File: src/inc/pes_pkg.sv
// package: status register layout, events and timing for the status block
package pes_pkg;

    // ------------------------------------------------------------
    // status register field positions
    // ------------------------------------------------------------
    localparam int PES_BIT_READY = 7; // controller idle or suspended when 1
    localparam int PES_BIT_ERS_SUSP = 6; // erase suspended
    localparam int PES_BIT_ERS_ERR = 5; // erase verify failure
    localparam int PES_BIT_PRG_ERR = 4; // program verify failure
    localparam int PES_BIT_SUPPLY_ERR = 3; // supply below lockout
    localparam int PES_BIT_PRG_SUSP = 2; // program suspended
    localparam int PES_BIT_PROT_ERR = 1; // protected block attempt
    localparam int PES_BIT_RSVD = 0; // reserved, reads zero

    // reset values
    localparam logic [7:0] PES_STATUS_RESET = 8'h80;
    localparam logic PES_RSVD_VALUE = 1'b0;

    // time from suspend request to a pause, in ns, and in cycles at 50 MHz
    localparam int PES_CLK_NS = 20;
    localparam int PES_SUSP_LAT_NS = 100;
    localparam int PES_SUSP_LAT_CYC =
        (PES_SUSP_LAT_NS + PES_CLK_NS - 1) / PES_CLK_NS;
    localparam int PES_CNT_W = 8;

    // ------------------------------------------------------------
    // operation kinds and controller states
    // ------------------------------------------------------------
    typedef enum logic [1:0]
    {
        PES_OP_PROGRAM = 2'b01,
        PES_OP_ERASE = 2'b10
    } pes_op_t;

    typedef enum logic [3:0]
    {
        PES_ST_IDLE = 4'b0001,
        PES_ST_RUN = 4'b0010,
        PES_ST_PAUSING = 4'b0100,
        PES_ST_SUSPENDED = 4'b1000
    } pes_state_t;

    // command strobes from the command decoder, one-cycle pulses
    typedef struct packed
    {
        logic start; // program or erase begins
        logic is_erase; // 1 erase, 0 program
        logic block_protected; // target block is protected
        logic suspend; // suspend request
        logic resume; // resume request
        logic clear_status; // clear-status command
    } pes_cmd_t;

    // outcome report from the array engine
    typedef struct packed
    {
        logic done; // one-cycle pulse, operation finished
        logic verify_fail; // with done: verify failed
    } pes_result_t;

endpackage : pes_pkg

File: src/rtl/pes_status.sv
// module: program/erase status register of the flash controller
// Contract
// - bit 7 is 0 busy, 1 ready
// - after suspend bit 7 stays 0 until paused
// - status drives the low data lanes on read
// - bit 6 set while erase is suspended
// - resume clears bit 6
// - suspend may finish the operation instead
// - bit 5 set on erase verify failure
// - bit 4 set on program verify failure
// - supply sampled only at operation start
// - bit 3 set when sampled supply below lockout
// - bits 5, 4, 3 sticky until clear or reset
// - pending error makes new operation fail
// - bit 2 set while program is suspended
// - resume clears bit 2
// - bit 1 set on protected block attempt
// - bit 1 sticky until clear or reset
// - bit 0 reserved, reads zero
`timescale 1ns/100ps

module pes_status
    import pes_pkg::*;
(
    input wire logic clk,
    input wire logic rst_n,
    input wire pes_cmd_t cmd,
    input wire pes_result_t result,
    input wire logic program_supply_lockout_level,
    input wire logic status_read,
    output logic [7:0] low_data_lanes,
    output logic low_data_lanes_oe_n,
    output logic engine_go,
    output logic engine_pause,
    output logic [7:0] status
);

    // ------------------------------------------------------------
    // state and flags
    // ------------------------------------------------------------
    pes_state_t state; // controller state
    logic op_erase; // running operation is an erase
    logic ers_susp; // erase suspended flag
    logic prg_susp; // program suspended flag
    logic ers_err; // sticky erase error
    logic prg_err; // sticky program error
    logic supply_err; // sticky supply error
    logic prot_err; // sticky protection error
    logic supply_low; // supply latched at start
    logic pause_done; // suspend latency expired
    logic any_err; // some error bit still set
    logic start_ok; // start that really runs
    logic start_fail; // start that fails at once
    logic finish; // operation finished now

    assign any_err = ers_err | prg_err | supply_err | prot_err;

    // a start is only honoured from idle
    assign start_ok = cmd.start && state == PES_ST_IDLE && !any_err
        && !cmd.block_protected && !program_supply_lockout_level;
    assign start_fail = cmd.start && state == PES_ST_IDLE && !start_ok;

    // the engine may finish during the pause window
    assign finish = result.done
        && (state == PES_ST_RUN || state == PES_ST_PAUSING);

    // ------------------------------------------------------------
    // suspend latency timer
    // ------------------------------------------------------------
    pes_suspend_timer u_timer
    (
        .clk(clk),
        .rst_n(rst_n),
        .load(cmd.suspend && state == PES_ST_RUN),
        .abort(finish),
        .expired(pause_done)
    );

    // ------------------------------------------------------------
    // controller state machine
    // ------------------------------------------------------------
    // busy and ready states
    always_ff @(posedge clk or negedge rst_n)
    begin
        if (!rst_n)
        begin
            state <= PES_ST_IDLE;
        end
        else
        begin
            case (state)
                PES_ST_IDLE:
                begin
                    if (start_ok)
                        state <= PES_ST_RUN;
                end
                PES_ST_RUN:
                begin
                    if (result.done)
                        state <= PES_ST_IDLE;
                    else if (cmd.suspend)
                        state <= PES_ST_PAUSING;
                end
                PES_ST_PAUSING:
                begin
                    if (result.done)
                        state <= PES_ST_IDLE;
                    else if (pause_done)
                        state <= PES_ST_SUSPENDED;
                end
                PES_ST_SUSPENDED:
                begin
                    if (cmd.resume)
                        state <= PES_ST_RUN;
                end
                default:
                begin
                    state <= PES_ST_IDLE;
                end
            endcase
        end
    end

    // remember which kind of operation is in flight
    always_ff @(posedge clk or negedge rst_n)
    begin
        if (!rst_n)
            op_erase <= 1'b0;
        else if (start_ok)
            op_erase <= cmd.is_erase;
    end

    // engine strobes: go on start or resume, pause held while suspended
    assign engine_go = start_ok
        || (state == PES_ST_SUSPENDED && cmd.resume);
    assign engine_pause = (state == PES_ST_SUSPENDED);

    // ------------------------------------------------------------
    // supply sampling
    // ------------------------------------------------------------
    // latched once per start
    always_ff @(posedge clk or negedge rst_n)
    begin
        if (!rst_n)
            supply_low <= 1'b0;
        else if (cmd.start && state == PES_ST_IDLE)
            supply_low <= program_supply_lockout_level;
    end

    // ------------------------------------------------------------
    // suspend flags
    // ------------------------------------------------------------
    // erase suspend flag
    always_ff @(posedge clk or negedge rst_n)
    begin
        if (!rst_n)
            ers_susp <= 1'b0;
        else if (state == PES_ST_SUSPENDED && cmd.resume)
            ers_susp <= 1'b0;
        else if (state == PES_ST_PAUSING && pause_done && !result.done)
            ers_susp <= op_erase;
    end

    always_ff @(posedge clk or negedge rst_n)
    begin
        if (!rst_n)
            prg_susp <= 1'b0;
        else if (state == PES_ST_SUSPENDED && cmd.resume)
            prg_susp <= 1'b0;
        else if (state == PES_ST_PAUSING && pause_done && !result.done)
            prg_susp <= !op_erase;
    end

    // ------------------------------------------------------------
    // sticky error flags; a new set beats a clear in the same cycle
    // ------------------------------------------------------------
    // erase verify error
    always_ff @(posedge clk or negedge rst_n)
    begin
        if (!rst_n)
            ers_err <= 1'b0;
        // set only on finish or failed start
        else if ((finish && op_erase && result.verify_fail)
            || (start_fail && cmd.is_erase))
            ers_err <= 1'b1;
        else if (cmd.clear_status)
            ers_err <= 1'b0;
    end

    always_ff @(posedge clk or negedge rst_n)
    begin
        if (!rst_n)
            prg_err <= 1'b0;
        else if ((finish && !op_erase && result.verify_fail)
            || (start_fail && !cmd.is_erase))
            prg_err <= 1'b1;
        else if (cmd.clear_status)
            prg_err <= 1'b0;
    end

    // supply lockout error, from the start sample
    always_ff @(posedge clk or negedge rst_n)
    begin
        if (!rst_n)
            supply_err <= 1'b0;
        else if (start_fail && program_supply_lockout_level)
            supply_err <= 1'b1;
        else if (cmd.clear_status)
            supply_err <= 1'b0;
    end

    always_ff @(posedge clk or negedge rst_n)
    begin
        if (!rst_n)
            prot_err <= 1'b0;
        else if (cmd.start && state == PES_ST_IDLE && cmd.block_protected)
            prot_err <= 1'b1;
        else if (cmd.clear_status)
            prot_err <= 1'b0;
    end

    // ------------------------------------------------------------
    // register image and read path
    // ------------------------------------------------------------
    // reserved bit fixed
    always_comb
    begin
        status = PES_STATUS_RESET;
        status[PES_BIT_READY] = (state == PES_ST_IDLE)
            || (state == PES_ST_SUSPENDED);
        status[PES_BIT_ERS_SUSP] = ers_susp;
        status[PES_BIT_ERS_ERR] = ers_err;
        status[PES_BIT_PRG_ERR] = prg_err;
        status[PES_BIT_SUPPLY_ERR] = supply_err;
        status[PES_BIT_PRG_SUSP] = prg_susp;
        status[PES_BIT_PROT_ERR] = prot_err;
        status[PES_BIT_RSVD] = PES_RSVD_VALUE;
    end

    always_ff @(posedge clk or negedge rst_n)
    begin
        if (!rst_n)
        begin
            low_data_lanes <= '0;
            low_data_lanes_oe_n <= 1'b1;
        end
        else
        begin
            low_data_lanes <= status_read ? status : 8'h00;
            low_data_lanes_oe_n <= !status_read;
        end
    end

    // ------------------------------------------------------------
    // checks
    // ------------------------------------------------------------
    property p_busy_after_start;
        @(posedge clk) disable iff (!rst_n)
        start_ok |=> !status[PES_BIT_READY];
    endproperty
    a_busy_after_start: assert property (p_busy_after_start)
        else $error("ready still high after start");

    // a finish inside the window may raise ready, an early pause may not
    property p_pause_busy;
        @(posedge clk) disable iff (!rst_n)
        (state == PES_ST_RUN && cmd.suspend && !result.done)
        |=> (!status[PES_BIT_READY] || !(ers_susp || prg_susp)) [*5];
    endproperty
    a_pause_busy: assert property (p_pause_busy)
        else $error("ready rose before pause");

    property p_lanes;
        @(posedge clk) disable iff (!rst_n)
        status_read |=> (low_data_lanes == $past(status)
            && !low_data_lanes_oe_n);
    endproperty
    a_lanes: assert property (p_lanes)
        else $error("lanes not showing status");

    property p_susp_ready;
        @(posedge clk) disable iff (!rst_n)
        (ers_susp || prg_susp) |-> status[PES_BIT_READY];
    endproperty
    a_susp_ready: assert property (p_susp_ready)
        else $error("suspend flag while busy");

    property p_resume;
        @(posedge clk) disable iff (!rst_n)
        (state == PES_ST_SUSPENDED && cmd.resume)
        |=> !ers_susp && !prg_susp;
    endproperty
    a_resume: assert property (p_resume)
        else $error("suspend flag kept after resume");

    property p_sticky;
        @(posedge clk) disable iff (!rst_n)
        (status[5:3] != 3'b000 && !cmd.clear_status)
        |=> (status[5:3] & $past(status[5:3])) == $past(status[5:3]);
    endproperty
    a_sticky: assert property (p_sticky)
        else $error("error bit dropped without clear");

    property p_fail_start;
        @(posedge clk) disable iff (!rst_n)
        (cmd.start && state == PES_ST_IDLE && any_err)
        |=> state == PES_ST_IDLE;
    endproperty
    a_fail_start: assert property (p_fail_start)
        else $error("operation ran with error pending");

    property p_prot;
        @(posedge clk) disable iff (!rst_n)
        (cmd.start && state == PES_ST_IDLE && cmd.block_protected)
        |=> status[PES_BIT_PROT_ERR] && status[PES_BIT_READY];
    endproperty
    a_prot: assert property (p_prot)
        else $error("protected attempt not flagged");

    property p_supply;
        @(posedge clk) disable iff (!rst_n)
        (cmd.start && state == PES_ST_IDLE && program_supply_lockout_level)
        |=> status[PES_BIT_SUPPLY_ERR] && supply_low;
    endproperty
    a_supply: assert property (p_supply)
        else $error("low supply start not flagged");

    property p_rsvd;
        @(posedge clk) disable iff (!rst_n)
        status_read |=> !low_data_lanes[PES_BIT_RSVD];
    endproperty
    a_rsvd: assert property (p_rsvd)
        else $error("reserved bit set");

endmodule // pes_status

File: src/rtl/pes_suspend_timer.sv
// module: down-counter that times a suspend request to the pause point
`timescale 1ns/100ps

module pes_suspend_timer
    import pes_pkg::*;
(
    input wire logic clk,
    input wire logic rst_n,
    input wire logic load,
    input wire logic abort,
    output logic expired
);

    // ------------------------------------------------------------
    // latency counter
    // ------------------------------------------------------------
    logic [PES_CNT_W-1:0] count; // cycles left
    logic running; // counting in progress

    // load restarts the count; abort drops it silently
    always_ff @(posedge clk or negedge rst_n)
    begin
        if (!rst_n)
        begin
            count <= '0;
            running <= 1'b0;
        end
        else if (abort)
        begin
            running <= 1'b0;
        end
        else if (load)
        begin
            count <= PES_CNT_W'(PES_SUSP_LAT_CYC - 1);
            running <= 1'b1;
        end
        else if (running && count == '0)
        begin
            running <= 1'b0;
        end
        else if (running)
        begin
            count <= count - 1'b1;
        end
    end

    // pulse on the last counted cycle
    assign expired = running && (count == '0) && !abort;

endmodule // pes_suspend_timer

File: config.mk
export PLATFORM = sky130hd
export DESIGN_NAME = pes_status
export DESIGN_NICKNAME = d
export VERILOG_FILES = /design/src/inc/pes_pkg.sv /design/src/rtl/pes_status.sv /design/src/rtl/pes_suspend_timer.sv
export SDC_FILE = /design/constraint.sdc
export NUM_CORES = 1
export LEC_CHECK = 0
export ABC_AREA = 1
export BUFFER_PORTS_ARGS = -buffer_cell sky130_fd_sc_hd__buf_2
export CAP_MARGIN = 20
export CELL_PAD_IN_SITES_DETAIL_PLACEMENT = 1
export CELL_PAD_IN_SITES_GLOBAL_PLACEMENT = 2
export CORE_ASPECT_RATIO = 1.75
export CORE_UTILIZATION = 30
export DETAILED_ROUTE_END_ITERATION = 8
export GPL_ROUTABILITY_DRIVEN = 0
export PLACE_DENSITY = 0.85
export SYNTH_ARGS = -nofsm -noshare
export SYNTH_HDL_FRONTEND = slang
export SYNTH_SLANG_ARGS = --single-unit
export TNS_END_PERCENT = 10
File: constraint.sdc
create_clock -name clk -period 1.8 [get_ports clk]
set_input_delay 0.54 -clock clk [delete_from_list [all_inputs] [get_ports clk]]
set_output_delay 0.54 -clock clk [all_outputs]
set_load 0.05 [all_outputs]
## Word-level counts from Yosys, hierarchy flattened

Index checks and enable logic that the tools add are counted.

- Bits in registers: 29
- Word-level logic and storage cells: 93

- Eq/ne operators: 9
- Bitwise logic cells: 4
- Add/subtract/negate cells: 1
- Reduce and logical (&&, ||, !) cells: 44
- Multiplexer cells: 23

Operators by type and width:

| kind | count |
|---|---|
| $mux 8 | 4 |
| $mux 4 | 6 |
| $logic_and 1x1->1 | 20 |
| $pmux 4 s4 | 1 |
| $mux 1 | 12 |
| $reduce_bool 2->1 | 6 |
| $logic_not 1->1 | 9 |
| $logic_not 8->1 | 1 |
| $sub 8x1->8 const B | 1 |
| $ne 3x3->1 const B | 2 |
| $logic_or 1x1->1 | 5 |
| $eq 4x1->1 const B | 1 |
| $eq 4x2->1 const B | 1 |
| $eq 4x3->1 const B | 1 |
| $eq 4x4->1 const B | 1 |
| $ne 2x2->1 const B | 2 |
| $reduce_and 4->1 | 1 |
| $or 1x1->1 | 3 |
| $reduce_and 3->1 | 1 |
| $reduce_bool 3->1 | 1 |
| $ne 2x1->1 const B | 1 |
| $not 1->1 | 1 |

## Logic depth before layout (Yosys ltp)

- Word-level depth: 12
- Depth in mapped cells: 10

## Cells and area by module

From an unflattened synthesis, not the netlist that was laid out.

- Cells, all modules: 190
- Area total of the unflattened synthesis: 1570.3 sq um

By module, submodules not included:

| module | cells an instance | area each (sq um) | times used | sequential area each (sq um) |
|---|---|---|---|---|
| pes_status | 107 | 959.7 | 1 | 478.0 |
| pes_suspend_timer | 83 | 610.6 | 1 | 225.2 |

## Least setup slack after synthesis

No wires, ideal clock.

- Kind: register -> output
- Start point: register state[1]
- End point: output engine_go
- Arrival: 2385 ps
- Data required time: 1260 ps
- Stages on the path, launching flop included: 6
- Buffers on the path: 0
- Path slack: -1125 ps
- Cells stage by stage: dfrtp_1 -> nor2_1 -> inv_1 -> nor3_1 -> nand2_1 -> nand2_1

RTL lines:

| item | line | text |
|---|---|---|
| start, declared | pes_status.sv:41 | `pes_state_t state;` |
| start signal, assigned | pes_status.sv:87 | `state <= PES_ST_IDLE;` |
| start signal, assigned | pes_status.sv:95 | `state <= PES_ST_RUN;` |
| start signal, assigned | pes_status.sv:100 | `state <= PES_ST_IDLE;` |
| $eq 4x4->1 | n/a |  |
| net engine_pause | pes_status.sv:34 | `output logic engine_pause,` |
| $logic_and 1x1->1 | pes_status.sv:135 | `\|\| (state == PES_ST_SUSPENDED && cmd.resume);` |
| $logic_or 1x1->1 | pes_status.sv:135 |  |
| end, declared | pes_status.sv:33 | `output logic engine_go,` |

The timed path passes the listed nets, and every way through them passes these cells.

## Worst setup path in the final report

- Start point: register state[1]
- End point: output engine_go

- Longest elaborated chain between the ends: 6

Ends and longest elaborated chain:

| item | line | text |
|---|---|---|
| $eq 4x1->1 | pes_status.sv:59 | `assign start_ok = cmd.start && state == PES_ST_IDLE && !any_err` |
| $logic_and 1x1->1 (2 in a row) | pes_status.sv:59 |  |
| $logic_and 1x1->1 (2 in a row) | pes_status.sv:60 | `&& !cmd.block_protected && !program_supply_lockout_level;` |
| $logic_or 1x1->1 * | pes_status.sv:135 |  |

Every way passes the cells marked *; elsewhere a longest branch is shown, timed or not.

==> impl_metrics.env <==
export IMPL_grt_setup_unrepaired="true"
export IMPL_die_width_um=55.8
export IMPL_yosys_cell_count_top_type="nand2_1"
export IMPL_worst_skew_pair_late_latency_ns=0.28
export IMPL_dp_final_hpwl_um=3110
export IMPL_failed_checks="negative setup slack"
export IMPL_cts_htree_levels=1
export IMPL_power_density_nw_per_um2=1380
export IMPL_gr_usage_all_layers_pct=15.7
export IMPL_finalSetupViolations=3
export IMPL_route_antenna_remaining_nets=0
export IMPL_cpPeakStageDelay_ns=0.42
export IMPL_avgViaCountPerCell=4.64
export IMPL_die_area_um2=5370
export IMPL_cts_path_max_buffers=2
export IMPL_synth_largest_type_area_fraction_pct=42.8
export IMPL_reg2reg_to="u_timer.count[6]$_DFFE_PN0P_"
export IMPL_routed_via_count=1382
export IMPL_wire_per_inst_um=13.3
export IMPL_vdd_ir_drop_worst_uv=601
export IMPL_postRouteWirelength_um=3970
export IMPL_hold_path_class="in2async"
export IMPL_via_count_of_the_first_global_routing_pass=1417
export IMPL_timing_rr_start="u_timer.count[0]$_DFFE_PN0P_"
export IMPL_netlist_area_um2=1520
export IMPL_grt_first_pass_wirelength_um=6440
export IMPL_post_synth_edffs=0
export IMPL_std_cell_rows=34
export IMPL_min_period_over_period_pct=113
export IMPL_drc=0
export IMPL_drive_gt1_share_pct=29.9
export IMPL_synth_warning_count=0
export IMPL_design_portCount=31
export IMPL_pre_cts_ws_ns=-0.263
export IMPL_fin_nets=259
export IMPL_area_growth_syn_to_layout_pct=27.9
export IMPL_grt_antenna_before_repair=0
export IMPL_place_port_buffers=28
export IMPL_required_ns=1.26
export IMPL_number_of_buffers_added_by_the_clock_tree_synthesis_step=3
export IMPL_setup_reg_to_reg_worst_slack_ns=0.27
export IMPL_drt_first_iter_violations=9
export IMPL_total_leakage_power_uw=0.00111
export IMPL_worst_hold_slack_ns=0.242
export IMPL_worst_path_max_delay_cell="dfrtp_1"
export IMPL_cts_root_buffer_cell="clkbuf_8"
export IMPL_post_route_worst_setup_slack_ns=-0.225
export IMPL_post_synth_top_area_cell="dfrtp_1"
export IMPL_drt_pass1_iter_count=3
export IMPL_launching_element_of_the_worst_setup_path="state[1]$_DFFE_PN0P_"
export IMPL_die_y_um=96.2
export IMPL_clkSlewWorstSetupHoldPaths_ns=0.10
export IMPL_synth_cells=202
export IMPL_synth_cell_types=26
export IMPL_post_cts_hold_buffer_count=0
export IMPL_tritoncts_num_sinks=28
export IMPL_synthesis_area_per_instance_um2=7.53
export IMPL_critical_path_startpoint_type="register"
export IMPL_crit_chain="nor2_2 -> inv_2 -> nor3_4 -> nand2_2 -> nand2_4 -> buf_8"
export IMPL_cp_arrival_ns=1.49
export IMPL_placed_cell_area_um2=1800
export IMPL_synth_seq_cells=28
export IMPL_tritoncts_clock_tree="yes"
export IMPL_worstSetupEndpoint="engine_go"
export IMPL_antenna_diode_count=0
export IMPL_yosysSeqAreaShare_pct=46.2
export IMPL_finalInstanceArea_um2=1950
export IMPL_pin_count_of_the_biggest_net_entering_global_routing=29
export IMPL_timing_final_hold_violations=0
export IMPL_timing_setup_critical_path_class="reg2out"
export IMPL_critical_path_max_fanout=3
export IMPL_floorplan_initialDensity_pct=30.8
export IMPL_placeableCoreArea_um2=4930
export IMPL_synthTopCellsByCount="nand2_1, inv_1, dfrtp_1"
export IMPL_maxClockFrequency_mhz=494
export IMPL_clock_skew_ns=0.00875
export IMPL_finalCriticalPeriod_ns=2.03
export IMPL_synth_top_cells_by_area="dfrtp_1, nand2_1, inv_1, nor2_1, nand3_1"
export IMPL_total_congestion_overflow_after_global_routing=0
export IMPL_drv_cap=0
export IMPL_cp_end_kind="output port"
export IMPL_reg2reg_depth=10
export IMPL_report_final_slew_viol_count=0
export IMPL_outcome="finished with violations"
export IMPL_synthArstFlopShare_pct=100
export IMPL_synth_ff_type="dfrtp_1"
[state kept, by name (all words and copies together) (netlist names)]
register	count
low_data_lanes	7
op_erase	1
prg_susp	1
u_timer.running	1
state	4
u_timer.count	8
ers_susp	1
low_data_lanes_oe_n	1
prot_err	1
ers_err	1
prg_err	1
supply_err	1
[layer usage]
layer	global-route usage, %	wire (µm)
met1	16.3	1500
met5	0	0
met3	1.34	70
met4	7.32	121
met2	31.2	2280
[per-stage QoR]
stage | utilization, % | std cells | TNS [ns] | total power, µW
detailed placement | 36.5 | 291 | -0.263 | 2160
CTS | 38.8 | 296 | -0.790 | 2710
global route | 39.4 | 298 | -0.821 | 2910
finish | 39.4 | 298 | -0.592 | 2680
floorplan | - | 203 | -0.318 | 1800
global placement | 36.5 | 291 | -0.258 | 2120
[kinds of logic (layout without fill, tap and decap cells)]
logic type | count (synthesis) | after routing | share of synthesized area, %
adders and majority gates | 2 | 2 | 1.64
and+or+nand+nor | 116 | 116 | 34.0
xor gates and xnor gates | 1 | 1 | 0.576
other | 1 | 2 | 0.246
DFF | 28 | 28 | 46.2
buffers and inverters | 42 | 83 | 12.3
AOI/OAI and AO/OA | 12 | 12 | 4.93
[power breakdown]
group	internal (µW)	switching, µW	total [µW]
combinational	440	799	1240
clock	298	207	505
sequential	788	150	939
total	1530	1160	2680
[timing repair]
action | CTS | global route
gates resized for setup | 12 | 5
pin swaps | 6 | 5
setup endpoints to repair | 3 | 3
setup buffers | 1 | 2
[placed cells by master (no fill, tap or decap), drive strengths merged]
cell,count
nand2,65
buf,45
inv,34
nor2,29
dfrtp,26
nand3,14
o21ai,5
nand4,4
a21oi,3
clkbuf,3
nand3b,2
ha,2
conb,2
dfstp,2
nor3,2
o41ai,1
a21boi,1
a22o,1
o22ai,1
xnor2,1
bufinv,1
[worst max-delay path, delay by kind of cell (launching register included)]
| kind | cells | cell delay, ns |
|---|---|---|
| flip-flops | 1 | 0.42 |
| buffers and inverters | 2 | 0.21 |
| AND/OR/NAND/NOR | 4 | 0.57 |
[worst min-delay path by stage]
| stage | start | to | slack [ns] | depth (start not counted) |
|---|---|---|---|---|
| 2_1_floorplan | rst_n | ers_err$_DFFE_PN0P_ | 0.24 | 0 |
| 3_3_place_gp | u_timer.count[0]$_DFFE_PN0P_ | u_timer.count[0]$_DFFE_PN0P_ | 0.46 | 2 |
| 3_5_place_dp | u_timer.count[0]$_DFFE_PN0P_ | u_timer.count[0]$_DFFE_PN0P_ | 0.47 | 2 |
| 4_1_cts | rst_n | u_timer.count[2]$_DFFE_PN0P_ | 0.26 | 2 |
| 5_1_grt | rst_n | u_timer.count[4]$_DFFE_PN0P_ | 0.27 | 2 |
| 6_report | rst_n | u_timer.count[4]$_DFFE_PN0P_ | 0.24 | 2 |
[cell type report]
cell class	instances	area, µm²
Tap cell	54	67.6
Multi-Input combinational cell	133	678
Clock inverter	1	30.0
Clock buffer	3	41.3
Fill cell	614	2990
Sequential cell	28	703
Timing Repair Buffer	45	298
Inverter	34	128
Note: power is estimated with default switching activity, not from simulation.
